## src/adccal_regs.svh

```systemverilog
// Register map, field positions, reset values and response codes of the calibration control block
// How it works
// - In dual-channel mode the swap bit 0 routes input A to channel A and B to B, 1 exchanges them, single mode ignores it.
// - In single-channel mode select value 1 (reset) picks input A, 2 picks input B, 0 and 3 are reserved, dual mode ignores it.
// - Calibration runs while the run bit is high (reset 1) and is held in reset while it is low.
// - A low run bit also holds the digital and serial link clock dividers in reset.
// - The offset filter enable bit turns offset filtering on when set while the run bit is high, and it resets to off.
// - Background offset calibration runs only when its bit and background calibration are both enabled, reset off.
// - Foreground offset calibration runs only when its bit and foreground calibration are both enabled, reset off.
// - The background calibration enable bit turns continuous background calibration on or off, reset off.
// - Each calibration start resets calibration values, then runs foreground calibration if enabled or skips it.
// - The halted status bit reads 1 once background calibration has stopped at the requested phase and 0 on resume.
// - With background calibration disabled the halted bit is set once foreground calibration completes or is skipped.
// - The foreground complete bit, bit 0 of the status register, goes high when foreground calibration finishes.
// - The status pin follows foreground complete for source 0, the alarm for 2, stays low for 3, 1 is reserved.
`ifndef ADCCAL_REGS_SVH
`define ADCCAL_REGS_SVH

// Register indices; the byte address on the bus is four times the index
`define ADCCAL_OFF_INPUT_SEL   8'h60
`define ADCCAL_OFF_RUN_CTRL    8'h61
`define ADCCAL_OFF_CAL_CFG     8'h62
`define ADCCAL_OFF_CAL_STATE   8'h6A
`define ADCCAL_OFF_PIN_CFG     8'h6B
`define ADCCAL_OFF_IRQ_STATUS  8'hA0
`define ADCCAL_OFF_IRQ_MASK    8'hA4
`define ADCCAL_OFF_OFS_ADJ_B_IN_A 8'h92
`define ADCCAL_OFF_OFS_ADJ_B_IN_B 8'h94
`define ADCCAL_OFF_OFS_FILT_ZERO  8'h97
`define ADCCAL_OFF_OFS_FILT_ONE   8'h98

`define ADCCAL_RST_INPUT_SEL   8'h01
`define ADCCAL_RST_RUN_CTRL    8'h01
`define ADCCAL_RST_CAL_CFG     8'h01
`define ADCCAL_RST_PIN_CFG     8'h00
`define ADCCAL_RST_OFS_FILT_ZERO 8'h00
`define ADCCAL_RST_OFS_FILT_ONE  8'h33
// Offset adjustment words power up undefined; zero is an arbitrary choice
`define ADCCAL_RST_OFS_ADJ       16'h0000

`define ADCCAL_BIT_SWAP        4
`define ADCCAL_BIT_OFS_FILT    4
`define ADCCAL_BIT_BG_OFS      3
`define ADCCAL_BIT_FG_OFS      2
`define ADCCAL_BIT_BG          1
`define ADCCAL_BIT_FG          0
`define ADCCAL_BIT_HALTED      1
`define ADCCAL_BIT_FG_CMPL     0

`define ADCCAL_SEL_INPUT_A     2'h1
`define ADCCAL_SEL_INPUT_B     2'h2
`define ADCCAL_PIN_FG_CMPL     2'h0
`define ADCCAL_PIN_ALARM       2'h2

`define ADCCAL_RESP_OKAY       2'h0
`define ADCCAL_RESP_SLVERR     2'h2

`endif

```

## src/adccal_pkg.sv

```systemverilog
// Types shared by the calibration control block
package adccal_pkg;
  typedef enum logic [3:0] {
    ADCCAL_ST_HOLD  = 4'b0001,
    ADCCAL_ST_START = 4'b0010,
    ADCCAL_ST_FG    = 4'b0100,
    ADCCAL_ST_RUN   = 4'b1000
  } adccal_state_t;
  typedef logic [1:0] adccal_isel_t;
endpackage

```

## src/adccal_ctrl.sv

```systemverilog
// Calibration control register bank with AXI4-Lite slave and calibration sequencer
//
// Our own choice: the AXI4-Lite slave port.
`include "adccal_regs.svh"

module adccal_ctrl (
  input  wire logic                   aclk,
  input  wire logic                   aresetn,
  input  wire logic [9:0]             s_axi_awaddr,
  input  wire logic                   s_axi_awvalid,
  output logic                        s_axi_awready,
  input  wire logic [31:0]            s_axi_wdata,
  input  wire logic [3:0]             s_axi_wstrb,
  input  wire logic                   s_axi_wvalid,
  output logic                        s_axi_wready,
  output logic [1:0]                  s_axi_bresp,
  output logic                        s_axi_bvalid,
  input  wire logic                   s_axi_bready,
  input  wire logic [9:0]             s_axi_araddr,
  input  wire logic                   s_axi_arvalid,
  output logic                        s_axi_arready,
  output logic [31:0]                 s_axi_rdata,
  output logic [1:0]                  s_axi_rresp,
  output logic                        s_axi_rvalid,
  input  wire logic                   s_axi_rready,
  input  wire logic                   single_channel_mode,
  input  wire logic                   fg_cal_finished,
  input  wire logic                   bg_cal_stopped,
  input  wire logic                   alarm_in,
  output logic                        core_a_uses_input_b,
  output logic                        core_b_uses_input_a,
  output logic                        cal_reset,
  output logic                        clk_div_reset,
  output logic                        fg_cal_run,
  output logic                        fg_offset_cal_run,
  output logic                        bg_cal_run,
  output logic                        bg_offset_cal_run,
  output logic                        offset_filter_on,
  output logic                        calibration_status_pin,
  output logic                        irq
);
  import adccal_pkg::*;

  logic [7:0]    input_sel_q;
  logic [7:0]    run_ctrl_q;
  logic [7:0]    cal_cfg_q;
  logic [7:0]    pin_cfg_q;
  logic [1:0]    irq_status_q;
  logic [1:0]    irq_mask_q;
  logic [15:0]   ofs_adj_b_in_a_q;
  logic [15:0]   ofs_adj_b_in_b_q;
  logic [7:0]    ofs_filt_zero_q;
  logic [7:0]    ofs_filt_one_q;
  logic          fg_complete_q;
  logic          halted_q;
  adccal_state_t state_q;

  logic          aw_held_q;
  logic [7:0]    aw_addr_q;
  logic          w_held_q;
  logic [31:0]   w_data_q;
  logic [3:0]    w_strb_q;
  logic          wr_go;
  logic          wr_lane0;
  logic [7:0]    wr_byte;
  logic [31:0]   rd_word;
  logic          rd_hit;
  logic          wr_hit;
  logic          run_bit;
  logic          fg_complete_d;
  logic          halted_d;

  assign run_bit = run_ctrl_q[0];

  // Write channel: address and data captured in either order, response after both
  assign wr_go    = aw_held_q && w_held_q && !s_axi_bvalid;
  assign wr_lane0 = w_strb_q[0];
  assign wr_byte  = w_data_q[7:0];

  always_comb begin
    case (aw_addr_q)
      `ADCCAL_OFF_INPUT_SEL, `ADCCAL_OFF_RUN_CTRL, `ADCCAL_OFF_CAL_CFG, `ADCCAL_OFF_CAL_STATE,
      `ADCCAL_OFF_PIN_CFG, `ADCCAL_OFF_IRQ_STATUS, `ADCCAL_OFF_IRQ_MASK, `ADCCAL_OFF_OFS_ADJ_B_IN_A,
      `ADCCAL_OFF_OFS_ADJ_B_IN_B, `ADCCAL_OFF_OFS_FILT_ZERO, `ADCCAL_OFF_OFS_FILT_ONE: wr_hit = 1'b1;
      default: wr_hit = 1'b0;
    endcase
  end

  always_ff @(posedge aclk) begin
    if (!aresetn) begin
      aw_held_q     <= 1'b0;
      aw_addr_q     <= 8'h00;
      s_axi_awready <= 1'b0;
    end else if (wr_go) begin
      aw_held_q     <= 1'b0;
      s_axi_awready <= 1'b0;
    end else if (s_axi_awvalid && s_axi_awready) begin
      aw_held_q     <= 1'b1;
      aw_addr_q     <= s_axi_awaddr[9:2];
      s_axi_awready <= 1'b0;
    end else begin
      s_axi_awready <= !aw_held_q && !s_axi_bvalid;
    end
  end

  always_ff @(posedge aclk) begin
    if (!aresetn) begin
      w_held_q     <= 1'b0;
      w_data_q     <= 32'h0000_0000;
      w_strb_q     <= 4'h0;
      s_axi_wready <= 1'b0;
    end else if (wr_go) begin
      w_held_q     <= 1'b0;
      s_axi_wready <= 1'b0;
    end else if (s_axi_wvalid && s_axi_wready) begin
      w_held_q     <= 1'b1;
      w_data_q     <= s_axi_wdata;
      w_strb_q     <= s_axi_wstrb;
      s_axi_wready <= 1'b0;
    end else begin
      s_axi_wready <= !w_held_q && !s_axi_bvalid;
    end
  end

  always_ff @(posedge aclk) begin
    if (!aresetn) begin
      s_axi_bvalid <= 1'b0;
      s_axi_bresp  <= `ADCCAL_RESP_OKAY;
    end else if (wr_go) begin
      s_axi_bvalid <= 1'b1;
      s_axi_bresp  <= wr_hit ? `ADCCAL_RESP_OKAY : `ADCCAL_RESP_SLVERR;
    end else if (s_axi_bvalid && s_axi_bready) begin
      s_axi_bvalid <= 1'b0;
    end
  end

  // Control registers; the status register offset decodes but takes no data
  always_ff @(posedge aclk) begin
    if (!aresetn) begin
      input_sel_q <= `ADCCAL_RST_INPUT_SEL;
      run_ctrl_q  <= `ADCCAL_RST_RUN_CTRL;
      cal_cfg_q   <= `ADCCAL_RST_CAL_CFG;
      pin_cfg_q   <= `ADCCAL_RST_PIN_CFG;
      irq_mask_q  <= 2'h0;
      ofs_filt_zero_q <= `ADCCAL_RST_OFS_FILT_ZERO;
      ofs_filt_one_q  <= `ADCCAL_RST_OFS_FILT_ONE;
    end else if (wr_go && wr_lane0) begin
      case (aw_addr_q)
        `ADCCAL_OFF_INPUT_SEL: input_sel_q <= wr_byte;
        `ADCCAL_OFF_RUN_CTRL:  run_ctrl_q  <= wr_byte;
        `ADCCAL_OFF_CAL_CFG:   cal_cfg_q   <= wr_byte;
        `ADCCAL_OFF_PIN_CFG:   pin_cfg_q   <= wr_byte;
        `ADCCAL_OFF_IRQ_MASK:  irq_mask_q  <= wr_byte[1:0];
        `ADCCAL_OFF_OFS_FILT_ZERO: ofs_filt_zero_q <= wr_byte;
        `ADCCAL_OFF_OFS_FILT_ONE:  ofs_filt_one_q  <= wr_byte;
        default: ;
      endcase
    end
  end

  // Offset adjustment words are held for bus readback only; each byte lane has its own strobe
  always_ff @(posedge aclk) begin
    if (!aresetn) begin
      ofs_adj_b_in_a_q <= `ADCCAL_RST_OFS_ADJ;
    end else if (wr_go && aw_addr_q == `ADCCAL_OFF_OFS_ADJ_B_IN_A) begin
      if (w_strb_q[0]) begin
        ofs_adj_b_in_a_q[7:0] <= w_data_q[7:0];
      end
      if (w_strb_q[1]) begin
        ofs_adj_b_in_a_q[15:8] <= w_data_q[15:8];
      end
    end
  end

  always_ff @(posedge aclk) begin
    if (!aresetn) begin
      ofs_adj_b_in_b_q <= `ADCCAL_RST_OFS_ADJ;
    end else if (wr_go && aw_addr_q == `ADCCAL_OFF_OFS_ADJ_B_IN_B) begin
      if (w_strb_q[0]) begin
        ofs_adj_b_in_b_q[7:0] <= w_data_q[7:0];
      end
      if (w_strb_q[1]) begin
        ofs_adj_b_in_b_q[15:8] <= w_data_q[15:8];
      end
    end
  end

  // Read channel
  always_comb begin
    rd_hit  = 1'b1;
    rd_word = 32'h0000_0000;
    case (s_axi_araddr[9:2])
      `ADCCAL_OFF_INPUT_SEL:  rd_word[7:0] = input_sel_q;
      `ADCCAL_OFF_RUN_CTRL:   rd_word[7:0] = run_ctrl_q;
      `ADCCAL_OFF_CAL_CFG:    rd_word[7:0] = cal_cfg_q;
      `ADCCAL_OFF_CAL_STATE:  rd_word[1:0] = {halted_q, fg_complete_q};
      `ADCCAL_OFF_PIN_CFG:    rd_word[7:0] = pin_cfg_q;
      `ADCCAL_OFF_IRQ_STATUS: rd_word[1:0] = irq_status_q;
      `ADCCAL_OFF_IRQ_MASK:   rd_word[1:0] = irq_mask_q;
      `ADCCAL_OFF_OFS_ADJ_B_IN_A: rd_word[15:0] = ofs_adj_b_in_a_q;
      `ADCCAL_OFF_OFS_ADJ_B_IN_B: rd_word[15:0] = ofs_adj_b_in_b_q;
      `ADCCAL_OFF_OFS_FILT_ZERO:  rd_word[7:0]  = ofs_filt_zero_q;
      `ADCCAL_OFF_OFS_FILT_ONE:   rd_word[7:0]  = ofs_filt_one_q;
      default:                rd_hit       = 1'b0;
    endcase
  end

  always_ff @(posedge aclk) begin
    if (!aresetn) begin
      s_axi_arready <= 1'b0;
      s_axi_rvalid  <= 1'b0;
      s_axi_rdata   <= 32'h0000_0000;
      s_axi_rresp   <= `ADCCAL_RESP_OKAY;
    end else if (s_axi_arvalid && s_axi_arready) begin
      s_axi_arready <= 1'b0;
      s_axi_rvalid  <= 1'b1;
      s_axi_rdata   <= rd_word;
      s_axi_rresp   <= rd_hit ? `ADCCAL_RESP_OKAY : `ADCCAL_RESP_SLVERR;
    end else if (s_axi_rvalid) begin
      if (s_axi_rready) begin
        s_axi_rvalid <= 1'b0;
      end
    end else begin
      s_axi_arready <= 1'b1;
    end
  end

  // Calibration sequencer: reset values, then optional foreground pass, then run
  always_ff @(posedge aclk) begin
    if (!aresetn) begin
      state_q <= ADCCAL_ST_HOLD;
    end else if (!run_bit) begin
      state_q <= ADCCAL_ST_HOLD;
    end else begin
      case (state_q)
        ADCCAL_ST_HOLD:  state_q <= ADCCAL_ST_START;
        ADCCAL_ST_START: state_q <= cal_cfg_q[`ADCCAL_BIT_FG] ? ADCCAL_ST_FG : ADCCAL_ST_RUN;
        ADCCAL_ST_FG:    state_q <= fg_cal_finished ? ADCCAL_ST_RUN : ADCCAL_ST_FG;
        ADCCAL_ST_RUN:   state_q <= ADCCAL_ST_RUN;
        default:         state_q <= ADCCAL_ST_HOLD;
      endcase
    end
  end

  // Status bits
  always_comb begin
    fg_complete_d = fg_complete_q;
    halted_d      = halted_q;
    // Start clears first, so a skipped foreground pass still sets halted in that cycle
    if (state_q == ADCCAL_ST_START) begin
      fg_complete_d = 1'b0;
      halted_d      = 1'b0;
    end
    if (state_q == ADCCAL_ST_FG && fg_cal_finished) begin
      fg_complete_d = 1'b1;
    end
    if (cal_cfg_q[`ADCCAL_BIT_BG]) begin
      if (state_q == ADCCAL_ST_RUN) begin
        halted_d = bg_cal_stopped;
      end
    end else if ((state_q == ADCCAL_ST_FG && fg_cal_finished) ||
                 (state_q == ADCCAL_ST_START && !cal_cfg_q[`ADCCAL_BIT_FG])) begin
      halted_d = 1'b1;
    end
    if (!run_bit) begin
      fg_complete_d = 1'b0;
      halted_d      = 1'b0;
    end
  end

  always_ff @(posedge aclk) begin
    if (!aresetn) begin
      fg_complete_q <= 1'b0;
      halted_q      <= 1'b0;
    end else begin
      fg_complete_q <= fg_complete_d;
      halted_q      <= halted_d;
    end
  end

  // Sticky events on rising status bits; set wins over a write-one clear
  always_ff @(posedge aclk) begin
    if (!aresetn) begin
      irq_status_q <= 2'h0;
    end else begin
      irq_status_q <= (irq_status_q & ~((wr_go && wr_lane0 && aw_addr_q == `ADCCAL_OFF_IRQ_STATUS) ?
                       wr_byte[1:0] : 2'h0)) | ({halted_d, fg_complete_d} & ~{halted_q, fg_complete_q});
    end
  end

  // Outputs, all registered
  always_ff @(posedge aclk) begin
    if (!aresetn) begin
      core_a_uses_input_b    <= 1'b0;
      core_b_uses_input_a    <= 1'b0;
      cal_reset              <= 1'b1;
      clk_div_reset          <= 1'b1;
      fg_cal_run             <= 1'b0;
      fg_offset_cal_run      <= 1'b0;
      bg_cal_run             <= 1'b0;
      bg_offset_cal_run      <= 1'b0;
      offset_filter_on       <= 1'b0;
      calibration_status_pin <= 1'b0;
      irq                    <= 1'b0;
    end else begin
      if (single_channel_mode) begin
        core_a_uses_input_b <= input_sel_q[1:0] == `ADCCAL_SEL_INPUT_B;
        core_b_uses_input_a <= input_sel_q[1:0] == `ADCCAL_SEL_INPUT_A;
      end else begin
        core_a_uses_input_b <= input_sel_q[`ADCCAL_BIT_SWAP];
        core_b_uses_input_a <= input_sel_q[`ADCCAL_BIT_SWAP];
      end
      cal_reset         <= !run_bit;
      clk_div_reset     <= !run_bit;
      fg_cal_run        <= state_q == ADCCAL_ST_FG;
      fg_offset_cal_run <= state_q == ADCCAL_ST_FG && cal_cfg_q[`ADCCAL_BIT_FG_OFS];
      bg_cal_run        <= state_q == ADCCAL_ST_RUN && cal_cfg_q[`ADCCAL_BIT_BG];
      bg_offset_cal_run <= state_q == ADCCAL_ST_RUN && cal_cfg_q[`ADCCAL_BIT_BG] &&
                           cal_cfg_q[`ADCCAL_BIT_BG_OFS];
      offset_filter_on  <= run_bit && cal_cfg_q[`ADCCAL_BIT_OFS_FILT];
      case (pin_cfg_q[2:1])
        `ADCCAL_PIN_FG_CMPL: calibration_status_pin <= fg_complete_q;
        `ADCCAL_PIN_ALARM:  calibration_status_pin <= alarm_in;
        default:            calibration_status_pin <= 1'b0;
      endcase
      irq <= |(irq_status_q & irq_mask_q);
    end
  end

endmodule // adccal_ctrl

```

## config.mk

```make
export PLATFORM = sky130hd
export DESIGN_NAME = adccal_ctrl
export DESIGN_NICKNAME = d
export VERILOG_FILES = /design/src/adccal_pkg.sv /design/src/adccal_ctrl.sv
export VERILOG_INCLUDE_DIRS = /design/src /design/src/src
export SDC_FILE = /design/constraint.sdc
export NUM_CORES = 1
export LEC_CHECK = 0
export BUFFER_PORTS_ARGS = -buffer_cell sky130_fd_sc_hd__buf_2
export CAP_MARGIN = 20
export CORE_ASPECT_RATIO = 2
export CORE_MARGIN = 1
export CORE_UTILIZATION = 30
export DETAILED_ROUTE_END_ITERATION = 16
export REMOVE_ABC_BUFFERS = 1
export SYNTH_ARGS = -nofsm -noshare
export SYNTH_HDL_FRONTEND = slang
export SYNTH_SLANG_ARGS = --single-unit
```

## constraint.sdc

```tcl
create_clock -name aclk -period 5.65 [get_ports aclk]
set_input_delay 0 -clock aclk [delete_from_list [all_inputs] [get_ports aclk]]
set_output_delay 0 -clock aclk [all_outputs]
set_load 0.01 [all_outputs]
```

==> impl_metrics.env, run 1 <==
export IMPL_rows=77
export IMPL_antenna_found_initial=0
export IMPL_p_leak_nw=3.22
export IMPL_reg2reg_from="s_axi_bvalid"
export IMPL_drc=0
export IMPL_crit_fanout=11
export IMPL_slew_violations=0
export IMPL_tightest_slew_ns=1.14
export IMPL_syn_cell_area_sq_um=6790
export IMPL_fillers=2292
export IMPL_via_count=5239
export IMPL_postSynth_asyncResetShare=0
export IMPL_core_sq_um=22200
export IMPL_finalHoldViolCount=0
export IMPL_grt_max_degree=71
export IMPL_yosys_area_top_type="dfxtp_1"
export IMPL_worstSetupEndpointType="register"
export IMPL_cpLargestDelayFamily="simple AND/OR/NAND/NOR gates"
export IMPL_ys_warn_count=0
export IMPL_ys_types=55
export IMPL_status="finished clean"
export IMPL_synth_most_common_cell="dfxtp_1"
export IMPL_cts_buffers=17
export IMPL_critical_path_required_ns=5.95
export IMPL_slew_headroom=0.235
export IMPL_cts_reportedPaths_clkPinSlew_ns=0.06
export IMPL_power_density_nw_per_um2=292
export IMPL_synth_top_cell_area_share=0.446
export IMPL_seq_area_sq_um=3020
export IMPL_initial_core_util=0.306
export IMPL_design_die_area_sq_um=23300
export IMPL_skew_ns=0.0142
export IMPL_hpwl_mm=12.8
export IMPL_netlist_top_cells_area="dfxtp_1 (45%), mux2i_1 (13%), nor2b_1 (8.0%)"
export IMPL_clockBufferDepth=2
export IMPL_synth_common_cells="dfxtp_1 (151), nor2b_1 (87), mux2i_1 (86), nand2_1 (78), clkbuf_1 (45)"
export IMPL_rsz0062_at_grt="no"
export IMPL_fin_nets=870
export IMPL_path_cells="nand3b_1, nor4_1, buf_4, nand3b_1, mux2i_1, nand2_1"
export IMPL_postRouteAntennaNets=0
export IMPL_pin_count=119
export IMPL_overflow=0
export IMPL_finalCriticalPeriod_ns=2.41
export IMPL_critPathArrivalTime_ns=2.70
export IMPL_first_pass_iters=4
export IMPL_crit_start="s_axi_bvalid"
export IMPL_avgSynthCellArea_sq_um=9.46
export IMPL_avgRoutedWirePerCell_um=16.2
export IMPL_netlist_instances=717
export IMPL_synth_edf_count=0
export IMPL_cp_start_kind="register"
export IMPL_synth_seq_cells=151
export IMPL_grtUsageTotal=0.162
export IMPL_multiInputGateArea_sq_um=3480
export IMPL_syn2layout_area_growth_pct=21.3
export IMPL_crit_top_cell="nand3b_1"
export IMPL_cp_buffers_inverters=1
export IMPL_stdcell_area_sq_um=8230
export IMPL_setup_tns_ns=0
export IMPL_period_share=0.426
export IMPL_pre_cts_ws_ns=3.24
export IMPL_fmax_mhz=415
export IMPL_synth_ff_type="dfxtp_1"
export IMPL_drt_iter0_drc=211
export IMPL_min_path_type="in2reg"
export IMPL_first_global_vias=5246
export IMPL_cts_sinks=151
export IMPL_cp_slowest_cell="nand3b_1"
export IMPL_power_total_w=0.00240
export IMPL_fp_dieW_um=108
export IMPL_slowest_delay_ns=0.52
export IMPL_routed_via_density=4.80
export IMPL_max_cap_viol_count=0
export IMPL_die_h_um=215
export IMPL_vdd_drop_max_v=0.000179
export IMPL_port_buffers=78
export IMPL_ctsRootBufferMaster="clkbuf_16"
export IMPL_min_from="aresetn"
export IMPL_antenna_cells=0
export IMPL_yosysSeqAreaShare=0.446
export IMPL_totalWireLength_mm=17.7
export IMPL_place_gp_congestion=0.855
export IMPL_htree_levels=4
export IMPL_cts_resized=0
export IMPL_cts_tree="yes"
export IMPL_finalSetupViolations=0
export IMPL_path_class="reg2reg"
export IMPL_setup_ws_ns=3.24
export IMPL_final_layout_size_suffix_gt1_frac=0.152
export IMPL_clk_latency_ns=0.44
export IMPL_dp_cells=1026
export IMPL_layoutNonFillerInstCount=1092
export IMPL_placed_cell_area_sq_um=7310
export IMPL_grt_pass1_wl_mm=28.3
cell families after synthesis:
group | Yosys count | synth area share
buffers and inverters | 77 | 0.0535
muxes | 88 | 0.130
xor gates and xnor gates | 4 | 0.00516
and+or+nand+nor | 288 | 0.242
other | 1 | 0.000553
DFF | 151 | 0.446
AOI/OAI and AO/OA | 108 | 0.123
final timing paths:
check,to,slack (ns),cells past startpoint
max,cal_cfg_q[0],3.24,6
min,run_ctrl_q[0],0.03,2
min reg2reg,input_sel_q[5],0.45,2
max reg2reg,cal_cfg_q[0],3.24,6
repair_timing:
action	CTS	global route
hold buffers	34	0
setup buffers	0	0
hold endpoints to repair	38	0
placed cells by master (no fill, tap or decap), types with 4 or more instances in the layout:
master | Yosys | routed
dlygate4sd3_1 | 0 | 34
and2_1 | 6 | 6
mux2i_1 | 86 | 86
clkbuf_1 | 45 | 4
buf_4 | 19 | 5
clkinv_2 | 0 | 4
a21boi_1 | 31 | 31
dfxtp_1 | 151 | 151
nor3b_1 | 9 | 9
a221oi_1 | 9 | 9
nor2_1 | 24 | 24
a21oi_1 | 10 | 10
a22o_1 | 21 | 21
and3_1 | 6 | 6
nand4bb_1 | 5 | 5
buf_2 | 2 | 79
nand4_1 | 4 | 4
nand3_1 | 21 | 21
nor4_1 | 9 | 8
clkbuf_16 | 0 | 17
a22oi_1 | 13 | 13
nand2_1 | 78 | 78
nand2b_1 | 11 | 11
nor3_1 | 9 | 9
inv_1 | 9 | 9
conb_1 | 1 | 18
nor2b_1 | 87 | 87
worst reg2reg max path, delay by kind of cell, from the launching register on:
kind,cells,cell delay (ns)
mux,1,0.32
flops,1,0.35
buf+inv,1,0.26
simple gates,4,1.34
area by class of cell:
cell class	instances	area share
Tap cell	276	0.0420
Sequential cell	151	0.367
Clock buffer	24	0.0585
Inverter	9	0.00410
Clock inverter	8	0.0117
Timing Repair Buffer	118	0.0939
Multi-Input combinational cell	506	0.423
sequential cells by signal (all words and copies together), names as in the netlist, 2 cells and up:
signal	count
aw_addr_q	8
cal_cfg_q	8
input_sel_q	8
irq_mask_q	2
irq_status_q	2
ofs_adj_b_in_a_q	16
ofs_adj_b_in_b_q	16
ofs_filt_one_q	8
ofs_filt_zero_q	8
pin_cfg_q	8
run_ctrl_q	8
s_axi_rdata	16
state_q	4
w_data_q	16
w_strb_q	2
routing by layer:
metal | GRT usage | vias up | wire [um]
met3 | 0.0243 | 34 | 518
met5 | 0 | - | 0
met1 | 0.168 | 2436 | 6760
li1 | - | 2648 | -
met4 | 0.0887 | 0 | 598
met2 | 0.301 | 121 | 9780
where the power goes:
part           internal [W]  switching, W
logic             0.0000776     0.0000898
clock network      0.000682      0.000438
registers           0.00109     0.0000266
total               0.00185      0.000554
through the flow:
stage	hold WS, ns	utilization
after floorplan	0.0619	-
after global placement	0.244	0.330
after detailed placement	0.250	0.330
after CTS	0.0301	0.371
after global routing	0.0685	0.371
final	0.0315	0.371
No activity file was read; power rests on OpenSTA's default activity.
==> run 2, diff against run 1 <==
- clock period: 5.65 -> 2.1 ns (I/O delays scaled with it)
==> run 2 against run 1 <==
Net effect: flip-flop and latch count unchanged; clock power increased to 2.9 times the previous value; combinational power increased to 2.9 times the previous value; via count increased by 3.1%; die area unchanged; final cell count increased by 2.4%; critical path type unchanged; worst setup slack got worse by 3.1 ns.
==> impl_metrics.env, run 2 (synthesis results as in run 1) <==
export IMPL_status="finished clean"
export IMPL_clk_latency_ns=0.43
export IMPL_initial_core_util=0.306
export IMPL_htree_levels=4
export IMPL_pin_count=119
export IMPL_fin_nets=899
export IMPL_grtUsageMet3=0.0347
export IMPL_p_sw_w=0.00150
export IMPL_rsz0062_at_grt="no"
export IMPL_antenna_found_initial=0
export IMPL_path_cells="nand4bb_4, or3_1, nor2_4, mux2i_1, nor2b_1"
export IMPL_avgRoutedWirePerCell_um=16.5
export IMPL_antenna_cells=0
export IMPL_utilization=0.386
export IMPL_cts_tree="yes"
export IMPL_cts_reportedPaths_clkPinSlew_ns=0.06
export IMPL_rows=77
export IMPL_layout_commonest_cell="dfxtp_1"
export IMPL_pwr_share_seq=0.443
export IMPL_path_class="reg2reg"
export IMPL_totalWireLength_mm=18.5
export IMPL_busiest_layer="met2"
export IMPL_stdcell_area_sq_um=8550
export IMPL_drc=0
export IMPL_grt_use_met2=0.307
export IMPL_setup_tns_ns=0
export IMPL_cp_slowest_cell="or3_1"
export IMPL_routed_via_density=4.83
export IMPL_fillers=2251
export IMPL_slew_violations=0
export IMPL_grt_max_degree=85
export IMPL_syn2layout_area_growth_pct=26.1
export IMPL_overflow=0
export IMPL_cts_sinks=151
export IMPL_crit_fanout=8
export IMPL_period_share=0.913
export IMPL_grt_met1_usage=0.165
export IMPL_cp_buffers_inverters=0
export IMPL_place_gp_congestion=0.863
export IMPL_worst_hold_slack_ns=0.0412
export IMPL_layoutNonFillerInstCount=1118
export IMPL_critical_path_required_ns=2.42
export IMPL_dp_cells=1053
export IMPL_core_sq_um=22200
export IMPL_fmax_mhz=522
export IMPL_postRouteAntennaNets=0
export IMPL_multiInputGateArea_sq_um=3480
export IMPL_skew_ns=0.00622
export IMPL_tightest_slew_ns=0.761
export IMPL_cts_setup_buffers=0
export IMPL_first_global_vias=5491
export IMPL_final_cell_mix="dfxtp_1 (151), nor2b_1 (87), mux2i_1 (86)"
export IMPL_finalSetupViolations=0
export IMPL_hpwl_mm=13.5
export IMPL_fp_dieW_um=108
export IMPL_clockBufferDepth=2
export IMPL_p_int_w=0.00524
export IMPL_finalHoldViolCount=0
export IMPL_slew_headroom=0.491
export IMPL_die_h_um=215
export IMPL_max_cap_viol_count=0
export IMPL_cpLargestDelayFamily="simple AND/OR/NAND/NOR gates"
export IMPL_finalCriticalPeriod_ns=1.92
export IMPL_critPathArrivalTime_ns=2.24
export IMPL_port_buffers=78
export IMPL_power_density_nw_per_um2=788
export IMPL_worstSetupEndpointType="register"
export IMPL_placed_cell_area_sq_um=7560
export IMPL_final_layout_size_suffix_gt1_frac=0.181
export IMPL_p_leak_nw=3.40
export IMPL_first_pass_iters=4
export IMPL_via_count=5402
export IMPL_grtUsageTotal=0.167
export IMPL_seq_area_sq_um=3020
export IMPL_pwr_share_clk=0.485
export IMPL_vdd_drop_max_v=0.000505
export IMPL_ctsRootBufferMaster="clkbuf_16"
export IMPL_cts_buffers=17
export IMPL_cp_start_kind="register"
export IMPL_min_path_type="in2reg"
export IMPL_grt_pass1_wl_mm=29.1
export IMPL_drt_iter0_drc=214
export IMPL_switching_share=0.222
export IMPL_slowest_delay_ns=0.49
export IMPL_design_die_area_sq_um=23300
export IMPL_combPwrFrac=0.072
run 2: final cells by class:
| type | instances | area share |
|---|---|---|
| clock buffer | 21 | 0.0562 |
| tap | 276 | 0.0404 |
| inverter | 9 | 0.00395 |
| timing repair buffer | 147 | 0.123 |
| clock inverter | 8 | 0.0171 |
| sequential | 151 | 0.353 |
| multi-input combinational | 506 | 0.406 |
run 2: final timing paths:
check	startpoint	end	slack (ns)	depth (start not counted)
worst max-delay path	aw_addr_q[5]	ofs_adj_b_in_b_q[1]	0.18	5
worst min register to register	input_sel_q[6]	input_sel_q[6]	0.45	2
worst min-delay path	s_axi_arvalid	s_axi_rresp[1]	0.04	4
worst max register to register	aw_addr_q[5]	ofs_adj_b_in_b_q[1]	0.18	5
run 2: worst register-to-register path: cells and delay by family, from the launching register on:
family	cells	cell delay (ns)
simple gates	4	1.24
flops	1	0.34
mux	1	0.23
run 2: power by group through the flow:
stage               registers [W]  clock network [W]  logic (W)
global placement          0.00305                  0   0.000435
finish                    0.00299            0.00327   0.000485
detailed placement        0.00305                  0   0.000437
CTS                       0.00299            0.00332   0.000489
floorplan                 0.00305                  0   0.000216
global route              0.00300            0.00346   0.000533
run 2: metal layers:
layer  part of all wire  wire length (um)  vias to the layer above
li1                   -                 -                     2695
met1               0.37              6910                     2531
met2               0.54              9950                      134
met3              0.039               722                       42
met4              0.048               881                        0
met5                  0                 0                        -
run 2: repair_timing:
action / CTS / global route
hold buffers: 36 / 0
endpoints found under the hold margin: 42 / 0
endpoints found under the setup margin: 0 / 4
resized for setup: 0 / 1
run 2: per-stage QoR:
| step | setup WS (ns) | power (W) |
|---|---|---|
| after floorplan | -0.510 | 0.00326 |
| after global placement | 0.167 | 0.00348 |
| after detailed placement | 0.131 | 0.00349 |
| after CTS | 0.109 | 0.00680 |
| after global routing | 0.0702 | 0.00699 |
| final | 0.183 | 0.00674 |
